--- src/rtl/dct_pkg.sv ---
// Package: register map, field layout and reset values of the dual counter/timer
package dct_pkg;
   // ------------------------------------------------------------
   // Register indices (byte address is four times the index)
   // ------------------------------------------------------------
   localparam logic [9:0] IDX_MODE = 10'h0F1;
   localparam logic [9:0] IDX_CNT1 = 10'h0F2;
   localparam logic [9:0] IDX_PRESCALER_ONE = 10'h0F3;
   localparam logic [9:0] IDX_CNT0 = 10'h0F4;
   localparam logic [9:0] IDX_PRE0 = 10'h0F5;
   localparam logic [9:0] IDX_STAT = 10'h100;
   localparam logic [9:0] IDX_MASK = 10'h101;
   localparam int ADDR_W = 12;
   // ------------------------------------------------------------
   // Field positions
   // ------------------------------------------------------------
   localparam int MODE_LOAD0 = 0;
   localparam int MODE_EN0 = 1;
   localparam int MODE_LOAD1 = 2;
   localparam int MODE_EN1 = 3;
   localparam int PRE_MODULO = 0;
   localparam int PRE_EXTSRC = 1;
   localparam int PRE_RATIO_LSB = 2;
   // ------------------------------------------------------------
   // Reset values and bus answers
   // ------------------------------------------------------------
   localparam logic [7:0] RST_BYTE = 8'h00;
   localparam logic [5:0] RST_RATIO = 6'h00;
   localparam logic [6:0] RATIO_FULL = 7'h40;
   localparam logic [7:0] CNT_LAST = 8'h01;
   localparam logic [1:0] RESP_OKAY = 2'h0;
   localparam logic [1:0] RESP_SLVERR = 2'h2;
   // Register selector decoded from a bus address
   typedef enum logic [2:0] {
      REG_MODE, REG_CNT1, REG_PRESCALER_ONE, REG_CNT0, REG_PRE0, REG_STAT, REG_MASK, REG_NONE
   } dct_reg_t;
endpackage

--- src/rtl/dct_chan.sv ---
// One counter channel: 6-bit prescaler feeding an 8-bit down counter
module dct_chan
   import dct_pkg::*;
(
   input wire logic aclk,
   input wire logic aresetn,
   input wire logic load,
   input wire logic enable,
   input wire logic src_pulse,
   input wire logic [5:0] ratio,
   input wire logic modulo,
   input wire logic [7:0] init_val,
   output logic [7:0] value,
   output logic eoc
);
   logic [6:0] pre_r;
   logic [7:0] cnt_r;
   logic eoc_r;
   logic [6:0] ratio_ext;
   logic tick;
   logic step;
   logic last;
   // ------------------------------------------------------------
   // Decode: ratio 00 stands for 64, count 00 for 256
   // ------------------------------------------------------------
   assign ratio_ext = (ratio == RST_RATIO) ? RATIO_FULL : {1'b0, ratio};
   // Single pass holds at 00 while the enable clear is still one cycle away
   assign step = enable & src_pulse & ~(eoc_r & ~modulo);
   assign tick = step & (pre_r <= 7'h01);
   assign last = (cnt_r == CNT_LAST);
   // Prescaler and counter; load restarts both
   always_ff @(posedge aclk) begin
      if (!aresetn) begin
         pre_r <= RATIO_FULL;
         cnt_r <= RST_BYTE;
         eoc_r <= 1'b0;
      end else begin
         eoc_r <= tick & last;
         if (load) begin
            pre_r <= ratio_ext;
            cnt_r <= init_val;
         end else if (step) begin
            pre_r <= tick ? ratio_ext : pre_r - 7'h01;
            if (tick) begin
               cnt_r <= (last & modulo) ? init_val : cnt_r - 8'h01;
            end
         end
      end
   end
   assign value = cnt_r;
   assign eoc = eoc_r;

   // Modulo mode reloads the initial value at end of count
   AST_MOD_RELOAD: assert property (@(posedge aclk) disable iff (!aresetn)
      tick && last && modulo && !load |=> cnt_r == $past(init_val))
      else $error("modulo counter did not reload");
   // Each prescaler tick before the last count steps the counter down by one
   AST_DEC_STEP: assert property (@(posedge aclk) disable iff (!aresetn)
      enable && src_pulse && tick && !last && !load |=> cnt_r == $past(cnt_r) - 8'h01)
      else $error("counter did not step on prescaler tick");
   COV_RELOAD: cover property (@(posedge aclk) tick && last && modulo);
endmodule // dct_chan

--- src/rtl/dct_edge.sv ---
// Rising edge detector for the external count input
module dct_edge
   import dct_pkg::*;
(
   input wire logic aclk,
   input wire logic aresetn,
   input wire logic pin_in,
   output logic rise
);
   logic prev_r;
   logic rise_r;
   // ------------------------------------------------------------
   // Edge capture; pin is synchronous so no extra stage
   // ------------------------------------------------------------
   always_ff @(posedge aclk) begin
      if (!aresetn) begin
         prev_r <= 1'b0;
         rise_r <= 1'b0;
      end else begin
         prev_r <= pin_in;
         rise_r <= pin_in & ~prev_r;
      end
   end
   assign rise = rise_r;
endmodule // dct_edge

--- src/rtl/dct_top.sv ---
// Dual counter/timer with prescalers behind an AXI4-Lite slave
// Notes on behaviour
// - A timer mode register takes per counter a load command (reads as zero) and holds a readable count enable.
// - Counter one takes an initial value on write (01 is one count, 00 is 256) and reads back its live value.
// - Counter zero takes an initial value on write (00 is 256) and reads back its live value.
// - Prescaler one is write only with a 6-bit ratio (00 is 64) and a single pass or modulo bit.
// - Prescaler one has a source bit: 0 counts the internal clock, 1 counts external input edges.
// - Prescaler zero is write only with ratio, count mode and a reserved bit kept at zero.
module dct_top
   import dct_pkg::*;
(
   input wire logic aclk,
   input wire logic aresetn,
   input wire logic [ADDR_W-1:0] s_axi_awaddr,
   input wire logic [2:0] s_axi_awprot,
   input wire logic s_axi_awvalid,
   output logic s_axi_awready,
   input wire logic [31:0] s_axi_wdata,
   input wire logic [3:0] s_axi_wstrb,
   input wire logic s_axi_wvalid,
   output logic s_axi_wready,
   output logic [1:0] s_axi_bresp,
   output logic s_axi_bvalid,
   input wire logic s_axi_bready,
   input wire logic [ADDR_W-1:0] s_axi_araddr,
   input wire logic [2:0] s_axi_arprot,
   input wire logic s_axi_arvalid,
   output logic s_axi_arready,
   output logic [31:0] s_axi_rdata,
   output logic [1:0] s_axi_rresp,
   output logic s_axi_rvalid,
   input wire logic s_axi_rready,
   input wire logic external_count_input,
   output logic irq
);
   // ------------------------------------------------------------
   // Address decode shared by the read and write paths
   // ------------------------------------------------------------
   function automatic dct_reg_t reg_sel(input logic [ADDR_W-1:0] a);
      dct_reg_t r;
      r = REG_NONE;
      if (a[1:0] == 2'h0) begin
         case (a[ADDR_W-1:2])
            IDX_MODE: r = REG_MODE;
            IDX_CNT1: r = REG_CNT1;
            IDX_PRESCALER_ONE: r = REG_PRESCALER_ONE;
            IDX_CNT0: r = REG_CNT0;
            IDX_PRE0: r = REG_PRE0;
            IDX_STAT: r = REG_STAT;
            IDX_MASK: r = REG_MASK;
            default: r = REG_NONE;
         endcase
      end
      return r;
   endfunction

   logic awready_r;
   logic wready_r;
   logic bvalid_r;
   logic [1:0] bresp_r;
   logic arready_r;
   logic rvalid_r;
   logic [1:0] rresp_r;
   logic [31:0] rdata_r;
   logic aw_held_r;
   logic w_held_r;
   logic [ADDR_W-1:0] waddr_r;
   logic [7:0] wbyte_r;
   logic wlane_r;
   logic en0_r;
   logic en1_r;
   logic [7:0] init0_r;
   logic [7:0] init1_r;
   logic [7:0] pre0_r;
   logic [7:0] prescaler_one_r;
   logic [1:0] stat_r;
   logic [1:0] mask_r;
   logic irq_r;
   logic [1:0] stat_nxt;
   logic en0_nxt;
   logic en1_nxt;
   logic [1:0] mask_nxt;

   // ------------------------------------------------------------
   // Handshake and strobe decode
   // ------------------------------------------------------------
   logic aw_hs;
   logic w_hs;
   logic b_hs;
   logic ar_hs;
   logic r_hs;
   logic do_wr;
   logic wr_ok;
   dct_reg_t wsel;
   dct_reg_t rsel;
   logic wr_mode;
   logic load0;
   logic load1;
   logic ext_rise;
   logic src1;
   logic eoc0;
   logic eoc1;
   logic [7:0] cnt0_val;
   logic [7:0] cnt1_val;
   logic [31:0] rd_mux;

   assign aw_hs = s_axi_awvalid & awready_r;
   assign w_hs = s_axi_wvalid & wready_r;
   assign b_hs = bvalid_r & s_axi_bready;
   assign ar_hs = s_axi_arvalid & arready_r;
   assign r_hs = rvalid_r & s_axi_rready;
   // Write lands once both halves are held and no response is pending
   assign do_wr = aw_held_r & w_held_r & ~bvalid_r;
   assign wsel = reg_sel(waddr_r);
   assign rsel = reg_sel(s_axi_araddr);
   // Only byte lane 0 carries register data
   assign wr_ok = do_wr & wlane_r;
   assign wr_mode = wr_ok & (wsel == REG_MODE);
   assign load0 = wr_mode & wbyte_r[MODE_LOAD0];
   assign load1 = wr_mode & wbyte_r[MODE_LOAD1];

   // ------------------------------------------------------------
   // Write channel capture, either order of address and data
   // ------------------------------------------------------------
   always_ff @(posedge aclk) begin
      if (!aresetn) begin
         awready_r <= 1'b1;
         wready_r <= 1'b1;
         aw_held_r <= 1'b0;
         w_held_r <= 1'b0;
         waddr_r <= '0;
         wbyte_r <= RST_BYTE;
         wlane_r <= 1'b0;
      end else begin
         if (aw_hs) begin
            waddr_r <= s_axi_awaddr;
         end
         if (w_hs) begin
            wbyte_r <= s_axi_wdata[7:0];
            wlane_r <= s_axi_wstrb[0];
         end
         aw_held_r <= aw_hs | (aw_held_r & ~do_wr);
         w_held_r <= w_hs | (w_held_r & ~do_wr);
         awready_r <= b_hs | (awready_r & ~aw_hs);
         wready_r <= b_hs | (wready_r & ~w_hs);
      end
   end

   // Write response; unmapped addresses answer SLVERR
   always_ff @(posedge aclk) begin
      if (!aresetn) begin
         bvalid_r <= 1'b0;
         bresp_r <= RESP_OKAY;
      end else if (do_wr) begin
         bvalid_r <= 1'b1;
         bresp_r <= (wsel == REG_NONE) ? RESP_SLVERR : RESP_OKAY;
      end else if (b_hs) begin
         bvalid_r <= 1'b0;
      end
   end

   // ------------------------------------------------------------
   // Register file
   // ------------------------------------------------------------
   // Software set of an enable wins over the single pass stop
   // The stop lags end of count by a cycle; the channel idles meanwhile
   always_comb begin
      en0_nxt = en0_r & ~(eoc0 & ~pre0_r[PRE_MODULO]);
      en1_nxt = en1_r & ~(eoc1 & ~prescaler_one_r[PRE_MODULO]);
      if (wr_mode) begin
         en0_nxt = wbyte_r[MODE_EN0];
         en1_nxt = wbyte_r[MODE_EN1];
      end
   end

   // Sticky end-of-count flags, set wins over write-one-to-clear
   always_comb begin
      stat_nxt = stat_r;
      if (wr_ok & (wsel == REG_STAT)) begin
         stat_nxt = stat_r & ~wbyte_r[1:0];
      end
      stat_nxt = stat_nxt | {eoc1, eoc0};
   end

   // Enables, sticky flags and the registered interrupt level
   always_ff @(posedge aclk) begin
      if (!aresetn) begin
         en0_r <= 1'b0;
         en1_r <= 1'b0;
         stat_r <= 2'h0;
         irq_r <= 1'b0;
      end else begin
         en0_r <= en0_nxt;
         en1_r <= en1_nxt;
         stat_r <= stat_nxt;
         irq_r <= |(stat_nxt & mask_nxt);
      end
   end

   // Mask as seen in the same cycle, so irq follows a mask write at once
   assign mask_nxt = (wr_ok & (wsel == REG_MASK)) ? wbyte_r[1:0] : mask_r;

   // Initial values, prescaler settings and mask
   always_ff @(posedge aclk) begin
      if (!aresetn) begin
         init0_r <= RST_BYTE;
         init1_r <= RST_BYTE;
         pre0_r <= RST_BYTE;
         prescaler_one_r <= RST_BYTE;
         mask_r <= 2'h0;
      end else if (wr_ok) begin
         case (wsel)
            REG_CNT1: init1_r <= wbyte_r;
            REG_CNT0: init0_r <= wbyte_r;
            REG_PRESCALER_ONE: prescaler_one_r <= wbyte_r;
            REG_PRE0: pre0_r <= {wbyte_r[7:2], 1'b0, wbyte_r[0]};
            REG_MASK: mask_r <= wbyte_r[1:0];
            default: mask_r <= mask_r;
         endcase
      end
   end

   // ------------------------------------------------------------
   // Counter channels
   // ------------------------------------------------------------
   dct_edge u_edge (
      .aclk(aclk),
      .aresetn(aresetn),
      .pin_in(external_count_input),
      .rise(ext_rise)
   );
   // Channel one source: internal clock or external edges
   assign src1 = prescaler_one_r[PRE_EXTSRC] ? ext_rise : 1'b1;

   dct_chan u_chan0 (
      .aclk(aclk),
      .aresetn(aresetn),
      .load(load0),
      .enable(en0_r),
      .src_pulse(1'b1),
      .ratio(pre0_r[7:PRE_RATIO_LSB]),
      .modulo(pre0_r[PRE_MODULO]),
      .init_val(init0_r),
      .value(cnt0_val),
      .eoc(eoc0)
   );
   dct_chan u_chan1 (
      .aclk(aclk),
      .aresetn(aresetn),
      .load(load1),
      .enable(en1_r),
      .src_pulse(src1),
      .ratio(prescaler_one_r[7:PRE_RATIO_LSB]),
      .modulo(prescaler_one_r[PRE_MODULO]),
      .init_val(init1_r),
      .value(cnt1_val),
      .eoc(eoc1)
   );

   // ------------------------------------------------------------
   // Read path; write-only prescalers read as zero
   // ------------------------------------------------------------
   assign rd_mux = (rsel == REG_MODE) ? {28'h0, en1_r, 1'b0, en0_r, 1'b0} :
                   (rsel == REG_CNT1) ? {24'h0, cnt1_val} :
                   (rsel == REG_CNT0) ? {24'h0, cnt0_val} :
                   (rsel == REG_STAT) ? {30'h0, stat_r} :
                   (rsel == REG_MASK) ? {30'h0, mask_r} : 32'h0;

   // One read at a time: arready stays low until the data is taken
   always_ff @(posedge aclk) begin
      if (!aresetn) begin
         arready_r <= 1'b1;
         rvalid_r <= 1'b0;
         rdata_r <= 32'h0;
         rresp_r <= RESP_OKAY;
      end else if (ar_hs) begin
         arready_r <= 1'b0;
         rvalid_r <= 1'b1;
         rdata_r <= rd_mux;
         rresp_r <= (rsel == REG_NONE) ? RESP_SLVERR : RESP_OKAY;
      end else if (r_hs) begin
         arready_r <= 1'b1;
         rvalid_r <= 1'b0;
      end
   end

   assign s_axi_awready = awready_r;
   assign s_axi_wready = wready_r;
   assign s_axi_bvalid = bvalid_r;
   assign s_axi_bresp = bresp_r;
   assign s_axi_arready = arready_r;
   assign s_axi_rvalid = rvalid_r;
   assign s_axi_rdata = rdata_r;
   assign s_axi_rresp = rresp_r;
   assign irq = irq_r;

   // ------------------------------------------------------------
   // Checks
   // ------------------------------------------------------------
   AST_LOAD_START: assert property (@(posedge aclk) disable iff (!aresetn)
      load0 |=> cnt0_val == $past(init0_r) && en0_r == $past(wbyte_r[MODE_EN0]))
      else $error("load or enable of counter zero not applied");
   AST_RD_CNT1: assert property (@(posedge aclk) disable iff (!aresetn)
      ar_hs && rsel == REG_CNT1 |=> rdata_r == {24'h0, $past(cnt1_val)})
      else $error("counter one read is not the live value");
   AST_RD_CNT0: assert property (@(posedge aclk) disable iff (!aresetn)
      ar_hs && rsel == REG_CNT0 |=> rdata_r == {24'h0, $past(cnt0_val)})
      else $error("counter zero read is not the live value");
   AST_PRESCALER_ONE_WO: assert property (@(posedge aclk) disable iff (!aresetn)
      ar_hs && rsel == REG_PRESCALER_ONE |=> rdata_r == 32'h0 && rresp_r == RESP_OKAY)
      else $error("prescaler one did not read as zero");
   AST_EXT_HOLD: assert property (@(posedge aclk) disable iff (!aresetn)
      en1_r && prescaler_one_r[PRE_EXTSRC] && !ext_rise && !load1 |=> $stable(cnt1_val))
      else $error("counter one moved without an external edge");
   AST_PRE0_RSVD: assert property (@(posedge aclk) disable iff (!aresetn)
      wr_ok && wsel == REG_PRE0 |=> pre0_r[PRE_EXTSRC] == 1'b0)
      else $error("reserved prescaler zero bit stored as one");
   // Single pass parks at 00 with its enable cleared
   AST_SINGLE_STOP: assert property (@(posedge aclk) disable iff (!aresetn)
      eoc0 && !pre0_r[PRE_MODULO] && !wr_mode |=> !en0_r && cnt0_val == 8'h00 ##1 $stable(cnt0_val))
      else $error("single pass counter zero kept running");
   AST_STOP_ONE: assert property (@(posedge aclk) disable iff (!aresetn)
      eoc1 && !prescaler_one_r[PRE_MODULO] && !wr_mode |=> !en1_r && cnt1_val == 8'h00)
      else $error("single pass counter one kept running");
   AST_IRQ_RAISE: assert property (@(posedge aclk) disable iff (!aresetn)
      eoc1 && mask_nxt[1] |=> stat_r[1] && irq_r)
      else $error("end of count did not raise the interrupt");
   AST_IRQ_LEVEL: assert property (@(posedge aclk) disable iff (!aresetn)
      irq_r == |(stat_r & mask_r))
      else $error("interrupt level does not match unmasked flags");
   // One write and one read at a time; unmapped writes answer an error
   AST_AW_BLOCK: assert property (@(posedge aclk) disable iff (!aresetn)
      bvalid_r |-> !awready_r && !wready_r)
      else $error("write channel ready while a response is pending");
   AST_AR_BLOCK: assert property (@(posedge aclk) disable iff (!aresetn)
      rvalid_r |-> !arready_r)
      else $error("read address ready while read data is pending");
   AST_WR_SLVERR: assert property (@(posedge aclk) disable iff (!aresetn)
      do_wr && wsel == REG_NONE |=> bvalid_r && bresp_r == RESP_SLVERR)
      else $error("unmapped write did not answer an error");
   COV_WRITE: cover property (@(posedge aclk) do_wr && wsel == REG_MODE);
   COV_EXT: cover property (@(posedge aclk) eoc1 && prescaler_one_r[PRE_EXTSRC]);
   COV_IRQ: cover property (@(posedge aclk) irq_r ##1 !irq_r);
   COV_STOP: cover property (@(posedge aclk) eoc0 && !pre0_r[PRE_MODULO]);
endmodule // dct_top

--- config.mk ---
export PLATFORM = sky130hd
export DESIGN_NAME = dct_top
export DESIGN_NICKNAME = d
export VERILOG_FILES = /design/src/rtl/dct_pkg.sv /design/src/rtl/dct_chan.sv /design/src/rtl/dct_edge.sv /design/src/rtl/dct_top.sv
export SDC_FILE = /design/constraint.sdc
export NUM_CORES = 1
export LEC_CHECK = 0
export ABC_AREA = 1
export ABC_CLOCK_PERIOD_IN_PS = 2800
export BUFFER_PORTS_ARGS = -buffer_cell sky130_fd_sc_hd__buf_4
export CAP_MARGIN = 40
export CORE_MARGIN = 5
export CORE_UTILIZATION = 50
export CTS_CLUSTER_DIAMETER = 100
export DETAILED_ROUTE_END_ITERATION = 8
export GPL_ROUTABILITY_DRIVEN = 0
export PLACE_DENSITY = 0.73
export SLEW_MARGIN = 40
export SYNTH_ARGS = -nofsm -noshare
export SYNTH_HDL_FRONTEND = slang
export SYNTH_SLANG_ARGS = --single-unit
--- constraint.sdc ---
create_clock -name aclk -period 2.8 [get_ports aclk]
set_input_delay 0.28 -clock aclk [delete_from_list [all_inputs] [get_ports aclk]]
set_output_delay 0.28 -clock aclk [all_outputs]
set_load 0.03 [all_outputs]
==> out/metrics.cfg <==
[outcome]
status = completed

[yosys]
syn-instance-count = 958
synth_area_leaders = dfxtp_1 35%, nand2_1 12%, inv_1 7.8%
synth.distinct_cells = 43
async_flop_share = 0
yosys.area.top_type = dfxtp_1
synthFlopType = dfxtp_1
syn_avg_cell_area_um2 = 6.647
synthesis.area_um2 = 6367
synth.top_cell.area_share = 0.3458
ys_seq_area_frac = 0.3458
synth-seq-cells = 110
synth_edf_count = 0
synth-warning-count = 0

[clock_network]
clkLatencyLatePin_ns = 0.36
ctsResizeCount = 0
path_clk_slew_ns = 0.08
cts_setup_buffers = 0
clock_path_buffers = 2
root_buffer = clkbuf_16
ctsHoldBuffers = 0
numCtsBuffers = 9
cts_sinks = 110
htreeDepth = 3
cts_tree = done

[grt]
overflow = 0
grt_usage = 0.2059
grt_pass1_wl_um = 25030
grt_antenna_before_repair = 0
grt_max_degree = 70
grt_pass1_vias = 5414

[pwr]
power_density_nw_per_um2 = 458.0
fin_total_pwr_mw = 3.266
irDropWorstVdd_mv = 0.5029
power_leakage_nw = 3.639

[die]
core_area_um2 = 12570
die-height_um = 122.9
die_w_um = 122.9
num_rows = 41
die-area_um2 = 15090
initial_utilization = 0.5066
ios = 116

[sta]
setup_viol = 0
maxSlewHeadroom = 0.5672
skew_ns = 0.009433
finalMaxSlewViolations = 0
tightest_slew_ns = 0.6432
max_freq_mhz = 415.3
post-route-min-period_ns = 2.408
rsz0062_at_grt = false
fin_tns_setup_ns = 0
hold_viol_final = 0
period_share = 0.8599

[setup_path]
rrSetupSlack_ns = 0.39
crit_path_start = waddr_r[3]
timing_worst_setup_path_type = reg2reg
crit_path_end_kind = flip-flop
r2r_end = u_chan1.pre_r[2]
worstReg2RegStart = waddr_r[3]
cp_data_arrival_time_ns = 2.66
endpoint = u_chan1.pre_r[2]
crit_path_start_kind = flip-flop
crit_fanout = 23
required_ns = 3.05
reg2regPathDepth = 11

[detailed_routing]
ant_nets = 0
wire_per_inst_um = 12.78
drcViolationCount = 0
drt_iter0_drc = 368
wirelength_um = 15090
vias = 5883
drt-pass1-iter-count = 5
via_per_inst = 4.986

[flow_run]
max_cap_viol_count = 0

[final_layout]
final_common_cell = nand2_1
final_layout_size_suffix_gt1_frac = 0.1161
final_nets = 1085
most-common-layout-cells = 197 x nand2_1, 132 x inv_1, 110 x dfxtp_1
fin_util = 0.5673
diodes = 0
area_growth_pct = 11.99

[place]
hpwl_um = 11050
io_buffers = 56

[hold_path]
min_path_type = in2reg

where the power goes:
group / internal [mW] / leakage (nW) / switching, mW
registers: 1.60 / 0.893 / 0.0367
clock network: 0.671 / 0.146 / 0.620
logic: 0.107 / 2.60 / 0.232
worst min-delay path by stage:
stage | depth (start not counted) | startpoint | end
finish | 2 | s_axi_awvalid | s_axi_awready
global route | 2 | s_axi_awvalid | s_axi_awready
CTS | 2 | s_axi_awvalid | s_axi_awready
detailed placement | 1 | u_edge.prev_r | u_edge.rise
global placement | 1 | u_edge.prev_r | u_edge.rise
floorplan | 1 | u_edge.prev_r | u_edge.rise
kinds of logic after synthesis:
logic type | share of synthesized area
AOI/OAI and AO/OA | 0.1633
xor gates and xnor gates | 0.02751
adders and majority gates | 0.01572
buffers and inverters | 0.1434
DFF | 0.3458
muxes | 0.004716
other | 0.0005889
and+or+nand+nor | 0.2989
per-stage QoR:
step	hold WS (ns)	setup slack [ns]	cells	cell area, um^2
2_1_floorplan	0.3681	0.9422	983	6461
3_3_place_gp	0.3716	0.4586	1164	6830
3_5_place_dp	0.3783	0.4116	1164	6830
4_1_cts	0.1068	0.4032	1180	7131
5_1_grt	0.1081	0.1669	1180	7131
6_report	0.1142	0.3922	1180	7131
layer usage:
| layer | up-vias | GRT usage | part of all wire |
|---|---|---|---|
| li1 | 3130 | - | - |
| met4 | 0 | 0.05808 | 0.016 |
| met2 | 146 | 0.3423 | 0.46 |
| met5 | - | 0 | 0 |
| met3 | 20 | 0.05161 | 0.064 |
| met1 | 2587 | 0.2649 | 0.46 |
Yosys cell counts, drive strengths merged, types with 3 or more instances:
master,instances
a211oi,8
a21oi,71
buf,40
clkbuf,18
clkinv,8
dfxtp,110
ha,8
inv,139
mux2i,3
nand2,201
nand3,72
nand4,33
nor2,104
nor3,12
o2111ai,3
o21ai,85
o21bai,14
xnor2,8
xor2,12
worst max-delay path, stage by stage, from the launching register on:
cell      delay [ns]
dfxtp_1         0.45
inv_2           0.08
nor2_1          0.14
nand2_1         0.12
a21oi_4         0.24
o211ai_4        0.15
nor2_8          0.21
nand3_4         0.22
nand2_2         0.40
nand2_1         0.14
nand3_1         0.10
a21oi_1         0.05
state kept, by name (all words and copies together) (netlist names), 2 cells and up:
register,cells
init0_r,8
init1_r,8
mask_r,2
pre0_r,7
prescaler_one_r,8
s_axi_rdata,8
stat_r,2
u_chan0.pre_r,7
u_chan0.value,8
u_chan1.pre_r,7
u_chan1.value,8
waddr_r,12
wbyte_r,8
area by class of cell:
class                      instances  area, um^2
tap                              172       215.2
clock inverter                     5       47.55
fill                            1247        5438
clock buffer                      11       252.7
timing repair buffer              67       515.5
sequential                       110        2202
inverter                         147       551.8
multi-input combinational        668        3346
(Power assumes the default switching activity.)
